--- src/pkg/ufb_pkg.sv ---
// Package: register map, field layouts and frame helpers of the serial format block
package ufb_pkg;

  // ---------------------------------------------------------------
  // Register map
  // ---------------------------------------------------------------
  localparam int         ADDR_W       = 8;
  localparam int         DIV_W        = 12;
  localparam logic [7:0] OFS_FMT      = 8'h00;
  localparam logic [7:0] OFS_DIV_HI   = 8'h04;
  localparam logic [7:0] OFS_DIV_LO   = 8'h08;
  localparam logic [7:0] OFS_CTRL     = 8'h0C;
  localparam logic [7:0] OFS_STAT     = 8'h10;
  localparam logic [7:0] OFS_TXD      = 8'h14;
  localparam logic [7:0] OFS_RXD      = 8'h18;
  localparam logic [7:0] OFS_IRQ_ST   = 8'h1C;
  localparam logic [7:0] OFS_IRQ_MASK = 8'h20;

  // ---------------------------------------------------------------
  // Fields and reset values
  // ---------------------------------------------------------------
  localparam logic [7:0] FMT_RST      = 8'h06;
  localparam int         CTRL_SIZE_HI = 2;
  localparam int         CTRL_TX_EN   = 3;
  localparam int         CTRL_RX_EN   = 4;
  localparam int         STAT_DBL     = 1;
  localparam int         STAT_PE      = 2;
  localparam int         STAT_TX_BUSY = 6;
  localparam int         STAT_RX_FULL = 7;
  localparam int         IRQ_TX_DONE  = 0;
  localparam int         IRQ_RX_DONE  = 1;
  localparam int         IRQ_PAR_ERR  = 2;
  localparam int         IRQ_W        = 3;
  localparam logic [1:0] MODE_SYNC    = 2'h1;
  localparam logic [1:0] PAR_EVEN     = 2'h2;
  localparam logic [1:0] PAR_ODD      = 2'h3;
  localparam logic [1:0] RESP_OKAY    = 2'h0;
  localparam logic [1:0] RESP_SLVERR  = 2'h2;

  // ---------------------------------------------------------------
  // Oversampling counts
  // ---------------------------------------------------------------
  localparam logic [3:0] OS_LAST_NORM = 4'hF;
  localparam logic [3:0] OS_LAST_DBL  = 4'h7;
  localparam logic [3:0] HALF_LAST_NORM = 4'h7;
  localparam logic [3:0] HALF_LAST_DBL  = 4'h3;

  // ---------------------------------------------------------------
  // Types
  // ---------------------------------------------------------------
  typedef struct packed {
    logic [1:0] mode;
    logic [1:0] par_mode;
    logic       stop_two;
    logic [1:0] size_lo;
    logic       sync_pol;
  } ufb_fmt_s;

  typedef struct packed {
    logic              awvalid;
    logic [ADDR_W-1:0] awaddr;
    logic              wvalid;
    logic [31:0]       wdata;
    logic [3:0]        wstrb;
    logic              bready;
    logic              arvalid;
    logic [ADDR_W-1:0] araddr;
    logic              rready;
  } ufb_axi_req_s;

  typedef struct packed {
    logic        awready;
    logic        wready;
    logic        bvalid;
    logic [1:0]  bresp;
    logic        arready;
    logic        rvalid;
    logic [31:0] rdata;
    logic [1:0]  rresp;
  } ufb_axi_rsp_s;

  typedef enum logic [1:0] {TX_IDLE = 2'h0, TX_SHIFT = 2'h1} ufb_tx_e;
  typedef enum logic [1:0] {RX_IDLE = 2'h0, RX_START = 2'h1, RX_DATA = 2'h3} ufb_rx_e;

  // ---------------------------------------------------------------
  // Helpers
  // ---------------------------------------------------------------
  // Reserved size codes fall back to eight bits
  function automatic logic [3:0] char_bits(input logic [2:0] code);
    case (code)
      3'h0:    return 4'h5;
      3'h1:    return 4'h6;
      3'h2:    return 4'h7;
      3'h7:    return 4'h9;
      default: return 4'h8;
    endcase
  endfunction

  function automatic logic calc_par(input logic [8:0] dat, input logic [3:0] n, input logic odd);
    logic p;
    p = odd;
    for (int i = 0; i < 9; i++)
      if (i < int'(n))
        p = p ^ dat[i];
    return p;
  endfunction

  function automatic logic [8:0] data_mask(input logic [8:0] dat, input logic [3:0] n);
    logic [8:0] m;
    m = '0;
    for (int i = 0; i < 9; i++)
      if (i < int'(n))
        m[i] = dat[i];
    return m;
  endfunction

  // Start bit in bit 0, data LSB first, then parity, stop bits fill the rest
  function automatic logic [12:0] build_frame(input logic [8:0] dat, input logic [3:0] n,
                                              input logic pen, input logic par);
    logic [12:0] f;
    f = '1;
    f[0] = 1'b0;
    for (int i = 0; i < 9; i++)
      if (i < int'(n))
        f[i+1] = dat[i];
    if (pen)
      f[n+4'h1] = par;
    return f;
  endfunction

endpackage

--- src/hdl/ufb_baud_gen.sv ---
// Baud prescaler: down-counter reloaded from the divisor
`timescale 1ns/1ps
module ufb_baud_gen #(
  parameter int DIV_W = 12
) (
  // Clock and reset
  input  wire logic             sys_clk,
  input  wire logic             nrst,
  // Divisor and reload
  input  wire logic [DIV_W-1:0] div,
  input  wire logic             load,
  // One pulse per divisor+1 cycles
  output logic                  tick
);
  import ufb_pkg::*;

  typedef struct packed {
    logic [DIV_W-1:0] cnt;
    logic             tick;
  } ufb_bg_state_s;

  ufb_bg_state_s q;
  ufb_bg_state_s d;

  always_comb
  begin
    d = q;
    d.tick = 1'b0;
    if (load)
    begin
      d.cnt = div;
    end
    else if (q.cnt == '0)
    begin
      d.cnt = div;
      d.tick = 1'b1;
    end
    else
    begin
      d.cnt = q.cnt - 1'b1;
    end
  end

  always_ff @(posedge sys_clk or negedge nrst)
  begin
    if (!nrst)
      q <= '0;
    else
      q <= d;
  end

  assign tick = q.tick;

  AST_RELOAD: assert property (@(posedge sys_clk) disable iff (!nrst)
    load |=> (q.cnt == $past(div)) && !q.tick)
    else $error("Prescaler not reloaded by divisor write");

  AST_RATE: assert property (@(posedge sys_clk) disable iff (!nrst)
    (q.cnt == '0 && !load) |=> q.tick && (q.cnt == $past(div)))
    else $error("Prescaler tick period wrong");

endmodule

--- src/hdl/ufb_top.sv ---
// Serial frame format, parity and baud configuration with AXI4-Lite registers
//
// Summary of operation
// Parity field: 00 off, 01 reserved, 10 even, 11 odd, both directions.
// Transmitter appends computed parity bit to every frame when parity enabled.
// Receiver checks parity; mismatch sets the parity error flag for that character.
// Stop select 0 sends one stop bit, 1 sends two.
// Receiver ignores stop select; only transmit frame length depends on it.
// Size code gives 5,6,7,8 bits for 000-011, 9 for 111; others reserved.
// Software keeps clock polarity zero in asynchronous mode.
// Sync polarity 0: transmit on rising, sample on falling; 1 swaps edges.
// Baud divisor is 12 bits: four high, eight low.
// Upper four bits of divisor high register read as zero.
// Writing divisor low immediately reloads the prescaler with full divisor.
// Software avoids changing divisor while frames are in flight.
// Software prefers divisors within 0.5% of target rate.
// Double speed changes oversampling from 16 to 8 in asynchronous mode.
// Parity error flag describes unread character and holds until it is read.
// Asynchronous bit rate is clock over 16 (or 8) times divisor plus one.
`timescale 1ns/1ps
module ufb_top (
  // Clock and reset
  input  wire logic                  sys_clk,
  input  wire logic                  nrst,
  // Register bus
  input  wire ufb_pkg::ufb_axi_req_s axi_req,
  output ufb_pkg::ufb_axi_rsp_s      axi_rsp,
  // Serial pins
  input  wire logic                  serial_in_pin,
  output logic                       serial_out_pin,
  output logic                       sync_clock_pin,
  // Interrupt
  output logic                       irq
);
  import ufb_pkg::*;

  // ---------------------------------------------------------------
  // State
  // ---------------------------------------------------------------
  typedef struct packed {
    ufb_axi_rsp_s     rsp;
    logic             aw_got;
    logic             w_got;
    logic [7:0]       waddr;
    logic [31:0]      wdata;
    logic             wlane0;
    ufb_fmt_s         fmt;
    logic [DIV_W-1:0] div;
    logic             div_load;
    logic             size_hi;
    logic             tx_en;
    logic             rx_en;
    logic             dbl;
    logic [IRQ_W-1:0] irq_st;
    logic [IRQ_W-1:0] irq_mask;
    logic             irq;
    ufb_tx_e          tx_state;
    logic [12:0]      tx_shift;
    logic [3:0]       tx_left;
    logic             txd_out;
    logic             xck;
    logic [3:0]       os_cnt;
    ufb_rx_e          rx_state;
    logic [3:0]       rx_os;
    logic [3:0]       rx_idx;
    logic [3:0]       rx_left;
    logic [9:0]       rx_shift;
    logic [8:0]       rx_data;
    logic             rx_full;
    logic             pe_flag;
  } ufb_state_s;

  ufb_state_s q;
  ufb_state_s d;

  logic       baud_tick;
  logic [3:0] n_bits;
  logic       par_en;
  logic       par_odd;
  logic       is_sync;
  logic [3:0] os_last;
  logic [3:0] half_last;
  logic       tx_stb;
  logic       rx_edge;
  logic       rx_stb;
  logic       wr_fire;
  logic       rd_fire;
  logic       tx_start;
  logic       rx_done;
  logic       rx_pe;

  // ---------------------------------------------------------------
  // Baud prescaler
  // ---------------------------------------------------------------
  ufb_baud_gen #(
    .DIV_W (DIV_W)
  ) u_baud (
    .sys_clk (sys_clk),
    .nrst    (nrst),
    .div     (q.div),
    .load    (q.div_load),
    .tick    (baud_tick)
  );

  // ---------------------------------------------------------------
  // Decoded configuration
  // ---------------------------------------------------------------
  assign n_bits    = char_bits({q.size_hi, q.fmt.size_lo});
  assign par_en    = q.fmt.par_mode[1];
  assign par_odd   = q.fmt.par_mode[0];
  assign is_sync   = (q.fmt.mode == MODE_SYNC);
  assign os_last   = q.dbl ? OS_LAST_DBL : OS_LAST_NORM;
  assign half_last = q.dbl ? HALF_LAST_DBL : HALF_LAST_NORM;
  // Transmit moves on the edge that polarity picks; receive samples on the other
  assign tx_stb  = is_sync ? (baud_tick && (q.xck == q.fmt.sync_pol))
                           : (baud_tick && (q.os_cnt == os_last));
  assign rx_edge = baud_tick && (q.xck != q.fmt.sync_pol);
  assign rx_stb  = is_sync ? rx_edge : (baud_tick && (q.rx_os == os_last));
  assign wr_fire = q.aw_got && q.w_got && !q.rsp.bvalid;
  assign rd_fire = axi_req.arvalid && q.rsp.arready;
  assign tx_start = wr_fire && q.wlane0 && (q.waddr == OFS_TXD) && (q.tx_state == TX_IDLE) && q.tx_en;
  assign rx_done = q.rx_en && (q.rx_state == RX_DATA) && rx_stb && (q.rx_left == 4'h1);
  assign rx_pe   = par_en && (q.rx_shift[n_bits] != calc_par(q.rx_shift[8:0], n_bits, par_odd));

  // ---------------------------------------------------------------
  // Next state
  // ---------------------------------------------------------------
  always_comb
  begin
    logic [IRQ_W-1:0] irq_set;
    logic [31:0]      rd;
    logic             rd_ok;
    irq_set = '0;
    rd = '0;
    rd_ok = 1'b1;
    d = q;
    d.div_load = 1'b0;

    // Bus channel bookkeeping
    if (q.rsp.bvalid && axi_req.bready)
      d.rsp.bvalid = 1'b0;
    if (q.rsp.rvalid && axi_req.rready)
      d.rsp.rvalid = 1'b0;
    if (axi_req.awvalid && q.rsp.awready)
    begin
      d.aw_got = 1'b1;
      d.waddr = axi_req.awaddr;
    end
    if (axi_req.wvalid && q.rsp.wready)
    begin
      d.w_got = 1'b1;
      d.wdata = axi_req.wdata;
      d.wlane0 = axi_req.wstrb[0];
    end

    // Bit clocks; the sync clock rests low outside synchronous mode
    if (baud_tick)
    begin
      d.xck = is_sync ? !q.xck : 1'b0;
      d.os_cnt = (q.os_cnt == os_last) ? 4'h0 : q.os_cnt + 4'h1;
    end

    // Transmitter
    unique case (q.tx_state)
      TX_IDLE:
      begin
        d.txd_out = 1'b1;
      end
      TX_SHIFT:
      begin
        if (tx_stb)
        begin
          if (q.tx_left == 4'h0)
          begin
            d.tx_state = TX_IDLE;
            irq_set[IRQ_TX_DONE] = 1'b1;
          end
          else
          begin
            d.txd_out = q.tx_shift[0];
            d.tx_shift = {1'b1, q.tx_shift[12:1]};
            d.tx_left = q.tx_left - 4'h1;
          end
        end
      end
    endcase

    // Register writes; bytes outside lane 0 are ignored, except bit 8 of a transmit data write
    if (wr_fire)
    begin
      d.aw_got = 1'b0;
      d.w_got = 1'b0;
      d.rsp.bvalid = 1'b1;
      d.rsp.bresp = RESP_OKAY;
      unique case (q.waddr)
        OFS_FMT:
          if (q.wlane0)
            d.fmt = q.wdata[7:0];
        OFS_DIV_HI:
          if (q.wlane0)
            d.div[11:8] = q.wdata[3:0];
        OFS_DIV_LO:
          if (q.wlane0)
          begin
            d.div[7:0] = q.wdata[7:0];
            d.div_load = 1'b1;
          end
        OFS_CTRL:
          if (q.wlane0)
          begin
            d.size_hi = q.wdata[CTRL_SIZE_HI];
            d.tx_en = q.wdata[CTRL_TX_EN];
            d.rx_en = q.wdata[CTRL_RX_EN];
          end
        OFS_STAT:
          if (q.wlane0)
            d.dbl = q.wdata[STAT_DBL];
        OFS_TXD:
          if (tx_start)
          begin
            d.tx_state = TX_SHIFT;
            d.tx_shift = build_frame(q.wdata[8:0], n_bits, par_en,
                                     calc_par(q.wdata[8:0], n_bits, par_odd));
            d.tx_left = 4'(4'h2 + n_bits + {3'h0, par_en} + {3'h0, q.fmt.stop_two});
          end
        OFS_IRQ_ST:
          if (q.wlane0)
            d.irq_st = q.irq_st & ~q.wdata[IRQ_W-1:0];
        OFS_IRQ_MASK:
          if (q.wlane0)
            d.irq_mask = q.wdata[IRQ_W-1:0];
        OFS_RXD:
          d.rsp.bresp = RESP_OKAY;
        default:
          d.rsp.bresp = RESP_SLVERR;
      endcase
    end

    // Register reads; reading received data frees the buffer and its flag
    unique case (axi_req.araddr)
      OFS_FMT:      rd[7:0] = q.fmt;
      OFS_DIV_HI:   rd[7:0] = {4'h0, q.div[11:8]};
      OFS_DIV_LO:   rd[7:0] = q.div[7:0];
      OFS_CTRL:     rd[CTRL_RX_EN:CTRL_SIZE_HI] = {q.rx_en, q.tx_en, q.size_hi};
      OFS_STAT:
      begin
        rd[STAT_RX_FULL] = q.rx_full;
        rd[STAT_TX_BUSY] = (q.tx_state != TX_IDLE);
        rd[STAT_PE] = q.pe_flag;
        rd[STAT_DBL] = q.dbl;
      end
      OFS_TXD:      rd = '0;
      OFS_RXD:      rd[8:0] = q.rx_data;
      OFS_IRQ_ST:   rd[IRQ_W-1:0] = q.irq_st;
      OFS_IRQ_MASK: rd[IRQ_W-1:0] = q.irq_mask;
      default:      rd_ok = 1'b0;
    endcase
    if (rd_fire)
    begin
      d.rsp.rvalid = 1'b1;
      d.rsp.rdata = rd;
      d.rsp.rresp = rd_ok ? RESP_OKAY : RESP_SLVERR;
      if (axi_req.araddr == OFS_RXD)
      begin
        d.rx_full = 1'b0;
        d.pe_flag = 1'b0;
      end
    end

    // Receiver; one stop bit whatever the stop select says
    if (!q.rx_en)
    begin
      d.rx_state = RX_IDLE;
      d.rx_full = 1'b0;
      d.pe_flag = 1'b0;
    end
    else
    begin
      unique case (q.rx_state)
        RX_IDLE:
        begin
          if ((is_sync ? rx_edge : baud_tick) && !serial_in_pin)
          begin
            d.rx_os = 4'h0;
            d.rx_idx = 4'h0;
            d.rx_left = 4'(n_bits + {3'h0, par_en} + 4'h1);
            d.rx_state = is_sync ? RX_DATA : RX_START;
          end
        end
        RX_START:
        begin
          if (baud_tick)
          begin
            d.rx_os = q.rx_os + 4'h1;
            if (q.rx_os == half_last)
            begin
              d.rx_os = 4'h0;
              d.rx_state = serial_in_pin ? RX_IDLE : RX_DATA;
            end
          end
        end
        RX_DATA:
        begin
          if (baud_tick && !is_sync)
            d.rx_os = (q.rx_os == os_last) ? 4'h0 : q.rx_os + 4'h1;
          if (rx_done)
          begin
            // A new character overwrites an unread one; set wins over the read
            d.rx_state = RX_IDLE;
            d.rx_data = data_mask(q.rx_shift[8:0], n_bits);
            d.rx_full = 1'b1;
            d.pe_flag = rx_pe;
            irq_set[IRQ_RX_DONE] = 1'b1;
            irq_set[IRQ_PAR_ERR] = rx_pe;
          end
          else if (rx_stb)
          begin
            d.rx_shift[q.rx_idx] = serial_in_pin;
            d.rx_idx = q.rx_idx + 4'h1;
            d.rx_left = q.rx_left - 4'h1;
          end
        end
      endcase
    end

    // Interrupts: a new event beats a simultaneous clear
    d.irq_st = d.irq_st | irq_set;
    d.irq = |(d.irq_st & d.irq_mask);
    d.rsp.awready = !d.aw_got && !d.rsp.bvalid;
    d.rsp.wready = !d.w_got && !d.rsp.bvalid;
    d.rsp.arready = !d.rsp.rvalid;
  end

  always_ff @(posedge sys_clk or negedge nrst)
  begin
    if (!nrst)
    begin
      q <= '0;
      q.fmt <= FMT_RST;
      q.txd_out <= 1'b1;
    end
    else
    begin
      q <= d;
    end
  end

  assign axi_rsp        = q.rsp;
  assign serial_out_pin = q.txd_out;
  assign sync_clock_pin = q.xck;
  assign irq            = q.irq;

  // ---------------------------------------------------------------
  // Checks
  // ---------------------------------------------------------------
  AST_TX_ONE_STOP: assert property (@(posedge sys_clk) disable iff (!nrst)
    (tx_start && !q.fmt.stop_two && !par_en && n_bits == 4'h8) |=> q.tx_left == 4'hA)
    else $error("One stop bit frame has wrong length");

  AST_TX_TWO_STOP: assert property (@(posedge sys_clk) disable iff (!nrst)
    (tx_start && q.fmt.stop_two && !par_en && n_bits == 4'h8) |=> q.tx_left == 4'hB)
    else $error("Two stop bit frame has wrong length");

  AST_TX_EVEN: assert property (@(posedge sys_clk) disable iff (!nrst)
    (tx_start && q.fmt.par_mode == PAR_EVEN && n_bits == 4'h8) |=> q.tx_shift[9] == ^q.tx_shift[8:1])
    else $error("Even parity bit wrong");

  AST_TX_ODD: assert property (@(posedge sys_clk) disable iff (!nrst)
    (tx_start && q.fmt.par_mode == PAR_ODD && n_bits == 4'h5) |=> q.tx_shift[6] != ^q.tx_shift[5:1])
    else $error("Odd parity bit wrong");

  AST_RX_LEN: assert property (@(posedge sys_clk) disable iff (!nrst)
    (q.rx_state == RX_IDLE && d.rx_state != RX_IDLE && n_bits == 4'h8)
      |=> q.rx_left == ($past(par_en) ? 4'hA : 4'h9))
    else $error("Receive frame length depends on wrong setting");

  AST_PE_SET: assert property (@(posedge sys_clk) disable iff (!nrst)
    (rx_done && rx_pe) |=> q.pe_flag && q.rx_full && q.irq_st[IRQ_PAR_ERR])
    else $error("Parity mismatch not flagged");

  AST_PE_HOLD: assert property (@(posedge sys_clk) disable iff (!nrst)
    (q.rx_full && q.rx_en && !rx_done && !(rd_fire && axi_req.araddr == OFS_RXD)) |=> $stable(q.pe_flag))
    else $error("Parity flag changed before character read");

  AST_SYNC_EDGE: assert property (@(posedge sys_clk) disable iff (!nrst)
    (is_sync && $stable(q.fmt) && $changed(q.txd_out)) |-> (q.fmt.sync_pol ? $fell(q.xck) : $rose(q.xck)))
    else $error("Sync transmit data changed on wrong clock edge");

  AST_DIV_HI_READ: assert property (@(posedge sys_clk) disable iff (!nrst)
    (rd_fire && axi_req.araddr == OFS_DIV_HI) |=> q.rsp.rdata[7:0] == {4'h0, $past(q.div[11:8])})
    else $error("Divisor high readback wrong");

  AST_DIV_LO_LOAD: assert property (@(posedge sys_clk) disable iff (!nrst)
    (wr_fire && q.wlane0 && q.waddr == OFS_DIV_LO) |=> q.div_load ##1 !q.div_load)
    else $error("Divisor low write did not reload prescaler");

  AST_OS_DOUBLE: assert property (@(posedge sys_clk) disable iff (!nrst)
    (baud_tick && !is_sync && q.dbl && q.os_cnt == 4'h7) |=> q.os_cnt == 4'h0)
    else $error("Double speed oversampling not eight");

endmodule

--- config.mk ---
export PLATFORM = sky130hd
export DESIGN_NAME = ufb_top
export DESIGN_NICKNAME = d
export VERILOG_FILES = /design/src/pkg/ufb_pkg.sv /design/src/hdl/ufb_baud_gen.sv /design/src/hdl/ufb_top.sv
export SDC_FILE = /design/constraint.sdc
export NUM_CORES = 1
export LEC_CHECK = 0
export ABC_AREA = 1
export BUFFER_PORTS_ARGS = -buffer_cell sky130_fd_sc_hd__buf_2
export CAP_MARGIN = 20
export CORE_MARGIN = 2
export CORE_UTILIZATION = 45
export DETAILED_ROUTE_END_ITERATION = 8
export GPL_TIMING_DRIVEN = 1
export PLACE_DENSITY_LB_ADDON = 0.25
export SYNTH_ARGS = -nofsm -noshare
export SYNTH_HDL_FRONTEND = slang
export SYNTH_SLANG_ARGS = --single-unit
--- constraint.sdc ---
create_clock -name sys_clk -period 4.3 [get_ports sys_clk]
set_clock_uncertainty 0.15 [all_clocks]
set_input_delay 0.86 -clock sys_clk [delete_from_list [all_inputs] [get_ports sys_clk]]
set_output_delay 0.86 -clock sys_clk [all_outputs]
set_load 0.02 [all_outputs]
==> flow_summary_export.csv, run 1 <==
group,metric,value,unit
place,place.gp.congestion,0.9007,
detailed_routing,dr.pass1.iters,5,
die,core,16640,um^2
global_routing,antenna_found_initial,0,
setup_path,crit_type,"reg2reg",
logic_synthesis,async_flop_share,100.0,%
power_and_ir_drop,power,4.711,mW
final_layout,synthToLayoutAreaGrowth,12.00,%
timing,timing.hold.ws,0.08651,ns
timing,tns,0,ns
die,rows,47,
power_and_ir_drop,combPwrFrac,26.0,%
clock_network,clk_path_buf_depth,2,
final_layout,final_util,51.58,%
power_and_ir_drop,pwr-share-seq,37.9,%
setup_path,critPathCaptureType,"flip-flop",
detailed_routing,drtIter0Drc,435,
setup_path,critPathLaunchType,"flip-flop",
detailed_routing,drcViolationCount,0,
clock_network,post_cts_buffers,0,
global_routing,grt_max_degree,110,
power_and_ir_drop,p_int,3.108,mW
run,cap_violations,0,
timing,hold_viol_final,0,
logic_synthesis,yosysWarnings,0,
die,top_level_ports,104,
logic_synthesis,synth.most_common_cell,"nand2_1",
final_layout,fin_cells,1231,
setup_path,reg2regPathDepth,12,
clock_network,cts_tree,"done",
clock_network,clock-sinks,141,
setup_path,arrival,2.81,ns
timing,max_slew_margin,34.75,%
global_routing,grt_usage,20.83,%
setup_path,cp_common_cell,"nand2_1",
die,die_y,134.5,um
final_layout,layout.nets,1075,
place,post-dp-hpwl,13.04,mm
clock_network,cts_resized,0,
hold_path,hold_path.class,"in2async",
setup_path,path_max_fanout,23,
timing,finalCriticalPeriod,2.640,ns
clock_network,htree_levels,4,
logic_synthesis,synth_ff_type,"dfrtp_1",
timing,fmaxAchievable,378.7,MHz
global_routing,grt_overflow,0,
timing,worstMarginPinSlew,0.9751,ns
final_layout,n_antenna_cell,0,
setup_path,r2r_start,"q[67]$_DFFE_PN0P_",
detailed_routing,wl_per_cell,14.59,um
setup_path,cpPeakStageDelay,0.62,ns
final_layout,drive_gt1_share,11.77,%
logic_synthesis,yosysUniqueCellTypes,48,
logic_synthesis,yosysSeqAreaShare,46.09,%
timing,slew_violations,0,
setup_path,crit_chain,"nand2_1, nand3_1, nor2_2, nand2_1, nand2_1, nand2_2, nor2_4, nand2_2, nand2_2, nor2_2, nand2_1, o21a_1",
setup_path,crit_buf_inv,0,
timing,setup-violations-final,0,
setup_path,crit_required,4.47,ns
place,place_area,7878,um^2
detailed_routing,ant_nets,0,
clock_network,cts-root-buf,"clkbuf_16",
power_and_ir_drop,p_sw,1.602,mW
power_and_ir_drop,swShare,34.02,%
clock_network,worstSkewPairLatency,0.43,ns
logic_synthesis,synth.top_cell.area_share,45.06,%
logic_synthesis,synth_edf_count,0,
place,place_ws,1.495,ns
detailed_routing,via_count,6205,
die,initial_utilization,46.05,%
logic_synthesis,synth_seq_cells,141,
die,dieArea,18090,um^2
final_layout,stdcell_area,8583,um^2
die,die_w,134.5,um
power_and_ir_drop,pwr-share-clk,36.1,%
place,io_buffers,52,
setup_path,slowest_stage,"dfrtp_1",
detailed_routing,routed_wl,17.96,mm
final_layout,fillers,1594,
clock_network,clk_pin_slew,0.06,ns
logic_synthesis,synthesis.area,7664,um^2
setup_path,r2r-end,"q[25]$_DFFE_PN0P_",
global_routing,grt_pass1_vias,5921,
outcome,run_status,"finished clean",
logic_synthesis,yosys-top-cells-area,"dfrtp_1 (45%), nand2_1 (12%), o21ai_0 (6.7%), inv_1 (5.8%), buf_4 (4.2%)",
logic_synthesis,synth_common_cells,"nand2_1 (243), dfrtp_1 (138), inv_1 (118), o21ai_0 (103), nand3_1 (63)",
setup_path,rrSetupSlack,1.66,ns
logic_synthesis,syn_inst,965,
power_and_ir_drop,p_leak,4.338,nW
power_and_ir_drop,ir_worst_vdd,0.0002454,V
setup_path,critical-path-top-delay-family,"simple AND/OR/NAND/NOR gates",
clock_network,cts_buffers,17,
power_and_ir_drop,power_density,548.8,nW/um^2
logic_synthesis,syn_avg_cell_area,7.942,um^2
detailed_routing,viasPerCell,5.041,
logic_synthesis,synth_top_area_cell,"dfrtp_1",
timing,fin_ws,1.660,ns
place,placed_cells_incl_taps,1200,
clock_network,ctsHoldBuffers,0,
timing,fin_crit_sh,61.40,%
global_routing,grt_pass1_wl,29.48,mm
timing,rsz0062_at_grt,"no",
-- layout by cell type, fill, tap and decap left out, drive strengths merged, types with 2 or more instances in the layout --
cell type	count
nor2	64
o31ai	2
xor2	13
o2111a	2
inv	121
clkinv	4
a211oi	3
nand3	65
nand4	9
dfrtp	138
xnor2	9
or2	2
o21ai	122
nand2	253
a21oi	20
conb	25
dfstp	3
bufinv	6
a31oi	4
buf	56
nand3b	2
clkbuf	20
o21a	5
nor3	12
nor4	9
o211ai	4
o22ai	15
ha	14
-- power groups by stage --
stage | Clock (mW) | Combinational [mW] | Sequential, mW
finish | 1.70 | 1.22 | 1.79
global route | 1.78 | 1.41 | 1.82
CTS | 1.72 | 1.22 | 1.79
detailed placement | 0 | 1.22 | 1.80
global placement | 0 | 1.19 | 1.80
floorplan | 0 | 0.973 | 1.73
-- sequential cells by signal, summed over array words and instances, names as in the netlist, named ones only --
| name | count |
|---|---|
| q | 97 |
| serial_out_pin | 1 |
| irq | 1 |
| sync_clock_pin | 1 |
| par_en | 1 |
| u_baud.tick | 1 |
| axi_rsp | 16 |
| par_odd | 1 |
| u_baud.q | 12 |
-- worst max-delay path by stage --
| stage | from | end | slack (ns) | cells past startpoint |
|---|---|---|---|---|
| finish | q[67]$_DFFE_PN0P_ | q[25]$_DFFE_PN0P_ | 1.66 | 12 |
| global route | q[67]$_DFFE_PN0P_ | q[25]$_DFFE_PN0P_ | 1.46 | 12 |
| CTS | q[67]$_DFFE_PN0P_ | q[25]$_DFFE_PN0P_ | 1.68 | 12 |
| detailed placement | axi_req[8] | axi_rsp[2]$_DFFE_PN0P_ | 1.49 | 8 |
| global placement | axi_req[8] | axi_rsp[2]$_DFFE_PN0P_ | 1.52 | 8 |
| floorplan | axi_req[1] | axi_rsp[2]$_DFFE_PN0P_ | 2.13 | 9 |
-- kinds of logic after synthesis --
group                      Yosys count  synth area share, %
adders and majority gates           15                2.547
AOI/OAI and AO/OA                  184                13.39
DFF                                141                46.09
buffers and inverters              185                11.67
and+or+nand+nor                    417                23.74
xor gates and xnor gates            22                2.514
other                                1              0.04893
-- layout make-up --
cell class / instances / area (um^2) / share of cell area, %
sequential: 141 / 3532 / 41.15
multi-input combinational: 663 / 3327 / 38.76
clock buffer: 20 / 466.7 / 5.437
inverter: 121 / 454.2 / 5.292
timing repair buffer: 56 / 316.6 / 3.688
tap: 220 / 275.3 / 3.207
clock inverter: 10 / 211.5 / 2.464
-- layer usage --
metal	up-vias	track usage, %	wire [um]
li1	3158	-	-
met1	2872	29.39	8581
met2	156	32.54	8225
met3	19	4.467	889
met4	0	5.965	260
met5	-	0	0
Power figures use the tool's default switching activity.
==> run 2: changes to the inputs <==
==> constraint.sdc (replaced) <==
create_clock -name sys_clk -period 2.7 [get_ports sys_clk]
set_clock_uncertainty 0.15 [all_clocks]
set_input_delay 0.54 -clock sys_clk [delete_from_list [all_inputs] [get_ports sys_clk]]
set_output_delay 0.54 -clock sys_clk [all_outputs]
set_load 0.02 [all_outputs]
==> run 2 against run 1 <==
Sequential cell count unchanged; critical path type unchanged; largest cell class unchanged; clock power up 25%; highest routed layer unchanged; die area unchanged.
==> flow_summary_export.csv, run 2 (synthesis gave the netlist of run 1 again) <==
group,metric,value,unit
detailed_routing,drcViolationCount,0,
run,cap_violations,0,
detailed_routing,ant_nets,0,
timing,fmaxAchievable,442.8,MHz
setup_path,cp_common_cell,"nand2_1",
power_and_ir_drop,pwr-share-seq,41.1,%
detailed_routing,routed_wl,17.65,mm
final_layout,drive_gt1_share,12.52,%
final_layout,layout.nets,1084,
global_routing,grt_pass1_wl,29.14,mm
power_and_ir_drop,pwr-share-clk,30.6,%
power_and_ir_drop,combPwrFrac,28.3,%
power_and_ir_drop,p_sw,2.519,mW
setup_path,crit_required,2.89,ns
die,rows,47,
timing,slew_violations,0,
detailed_routing,via_count,6218,
timing,tns,0,ns
setup_path,crit_chain,"nor2_2, inv_1, nand2_1, nand2_1, nor2_2, nand3_2, inv_2, nand2_1, o21ai_0, nor2_1, a21oi_1",
setup_path,path_max_fanout,15,
final_layout,final_common_cell,"nand2_1",
timing,hold_viol_final,0,
setup_path,critical-path-top-delay-family,"simple AND/OR/NAND/NOR gates",
place,place_area,7970,um^2
die,top_level_ports,104,
setup_path,arrival,2.45,ns
clock_network,clock-sinks,141,
final_layout,largest_reg_flops,97,
timing,setup-violations-final,0,
clock_network,clk_pin_slew,0.06,ns
setup_path,critPathLaunchType,"flip-flop",
clock_network,worstSkewPairLatency,0.42,ns
setup_path,crit_type,"reg2reg",
die,die_w,134.5,um
setup_path,crit_buf_inv,2,
timing,finalCriticalPeriod,2.259,ns
clock_network,clk_path_buf_depth,2,
timing,fin_crit_sh,83.65,%
power_and_ir_drop,power_density,811.0,nW/um^2
power_and_ir_drop,ir_worst_vdd,0.0005191,V
timing,max_slew_margin,63.03,%
final_layout,regMostFlops,"q",
outcome,run_status,"finished clean",
clock_network,htree_levels,4,
detailed_routing,viasPerCell,5.006,
clock_network,cts-root-buf,"clkbuf_16",
detailed_routing,wl_per_cell,14.21,um
final_layout,synthToLayoutAreaGrowth,11.17,%
final_layout,n_antenna_cell,0,
timing,worstMarginPinSlew,0.5532,ns
global_routing,grt_max_degree,53,
power_and_ir_drop,p_int,4.390,mW
place,post-dp-hpwl,13.22,mm
global_routing,grt_usage,20.51,%
place,place.gp.congestion,0.8506,
global_routing,grt_overflow,0,
die,core,16640,um^2
die,dieArea,18090,um^2
global_routing,antenna_found_initial,0,
power_and_ir_drop,p_leak,4.325,nW
global_routing,grt_pass1_vias,5844,
hold_path,hold_path.class,"in2reg",
final_layout,layout_common_cells,"nand2_1 (243), dfrtp_1 (138), inv_1 (118)",
die,initial_utilization,46.05,%
clock_network,post_cts_buffers,0,
setup_path,slowest_stage,"dfrtp_1",
setup_path,critPathCaptureType,"flip-flop",
place,io_buffers,52,
timing,rsz0062_at_grt,"no",
clock_network,cts_buffers,17,
die,die_y,134.5,um
power_and_ir_drop,swShare,36.46,%
final_layout,stdcell_area,8519,um^2
detailed_routing,drtIter0Drc,494,
setup_path,cpPeakStageDelay,0.40,ns
detailed_routing,dr.pass1.iters,5,
clock_network,cts_tree,"done",
## run 2: metal layers
metal,share of wire (%),GRT usage [%],wire [um],up-vias
li1,-,-,-,3174
met1,49,29.13,8583,2865
met2,45,32.03,8003,158
met3,4.4,4.204,772,21
met4,1.6,5.789,289,0
met5,0,0,0,-
## run 2: area by class of cell
cell class	instances	area, um^2
clock buffer	21	470.5
fill	1665	8123
tap	220	275.3
timing repair buffer	65	391.6
inverter	121	454.2
clock inverter	11	68.82
multi-input combinational	663	3327
sequential	141	3532
## run 2: repair_timing
action / in CTS / in global routing
endpoints found under the hold margin: 44 / 0
setup endpoints to repair: 0 / 0
hold buffers: 1 / 0
resized for setup: 0 / 0
## run 2: metrics by stage
step | hold WS [ns] | instances | worst slack [ns] | utilization (%) | total power, mW
floorplan | 0.09441 | 989 | 0.7060 | - | 4.309
global placement | 0.2400 | 1209 | 0.4997 | 47.89 | 4.763
detailed placement | 0.2447 | 1209 | 0.4773 | 47.89 | 4.811
CTS | 0.1530 | 1242 | 0.4668 | 51.19 | 6.950
global route | 0.1687 | 1242 | 0.2035 | 51.19 | 7.399
finish | 0.1651 | 1242 | 0.4414 | 51.19 | 6.910
## run 2: worst paths after layout
check / cells past startpoint / startpoint / to / slack [ns]
setup / recovery: 11 / q[91]$_DFFE_PN0P_ / q[54]$_DFF_PN0_ / 0.44
hold / removal: 3 / axi_req[49] / q[126]$_DFFE_PN0P_ / 0.17
setup reg to reg: 11 / q[91]$_DFFE_PN0P_ / q[54]$_DFF_PN0_ / 0.44
hold reg to reg: 0 / q[59]$_DFF_PN0_ / q[59]$_DFF_PN0_ / 0.26
max in group asynchronous: 3 / nrst / q[86]$_DFFE_PN1P_ / 1.21
min in group asynchronous: 2 / nrst / axi_rsp[39]$_DFF_PN0_ / 0.47
## run 2: power groups by stage
stage / Clock (mW) / Combinational (mW) / Sequential (mW)
4_1_cts: 2.16 / 1.96 / 2.83
2_1_floorplan: 0 / 1.55 / 2.76
5_1_grt: 2.26 / 2.26 / 2.89
3_5_place_dp: 0 / 1.95 / 2.86
3_3_place_gp: 0 / 1.91 / 2.86
6_report: 2.12 / 1.96 / 2.84
## run 2: worst register-to-register path, delay by kind of cell, from the launching register on
family	cells	cell delay, ns
and+or+nand+nor	7	1.03
DFF	1	0.40
buffers and inverters	2	0.40
AOI/OAI and AO/OA	2	0.19
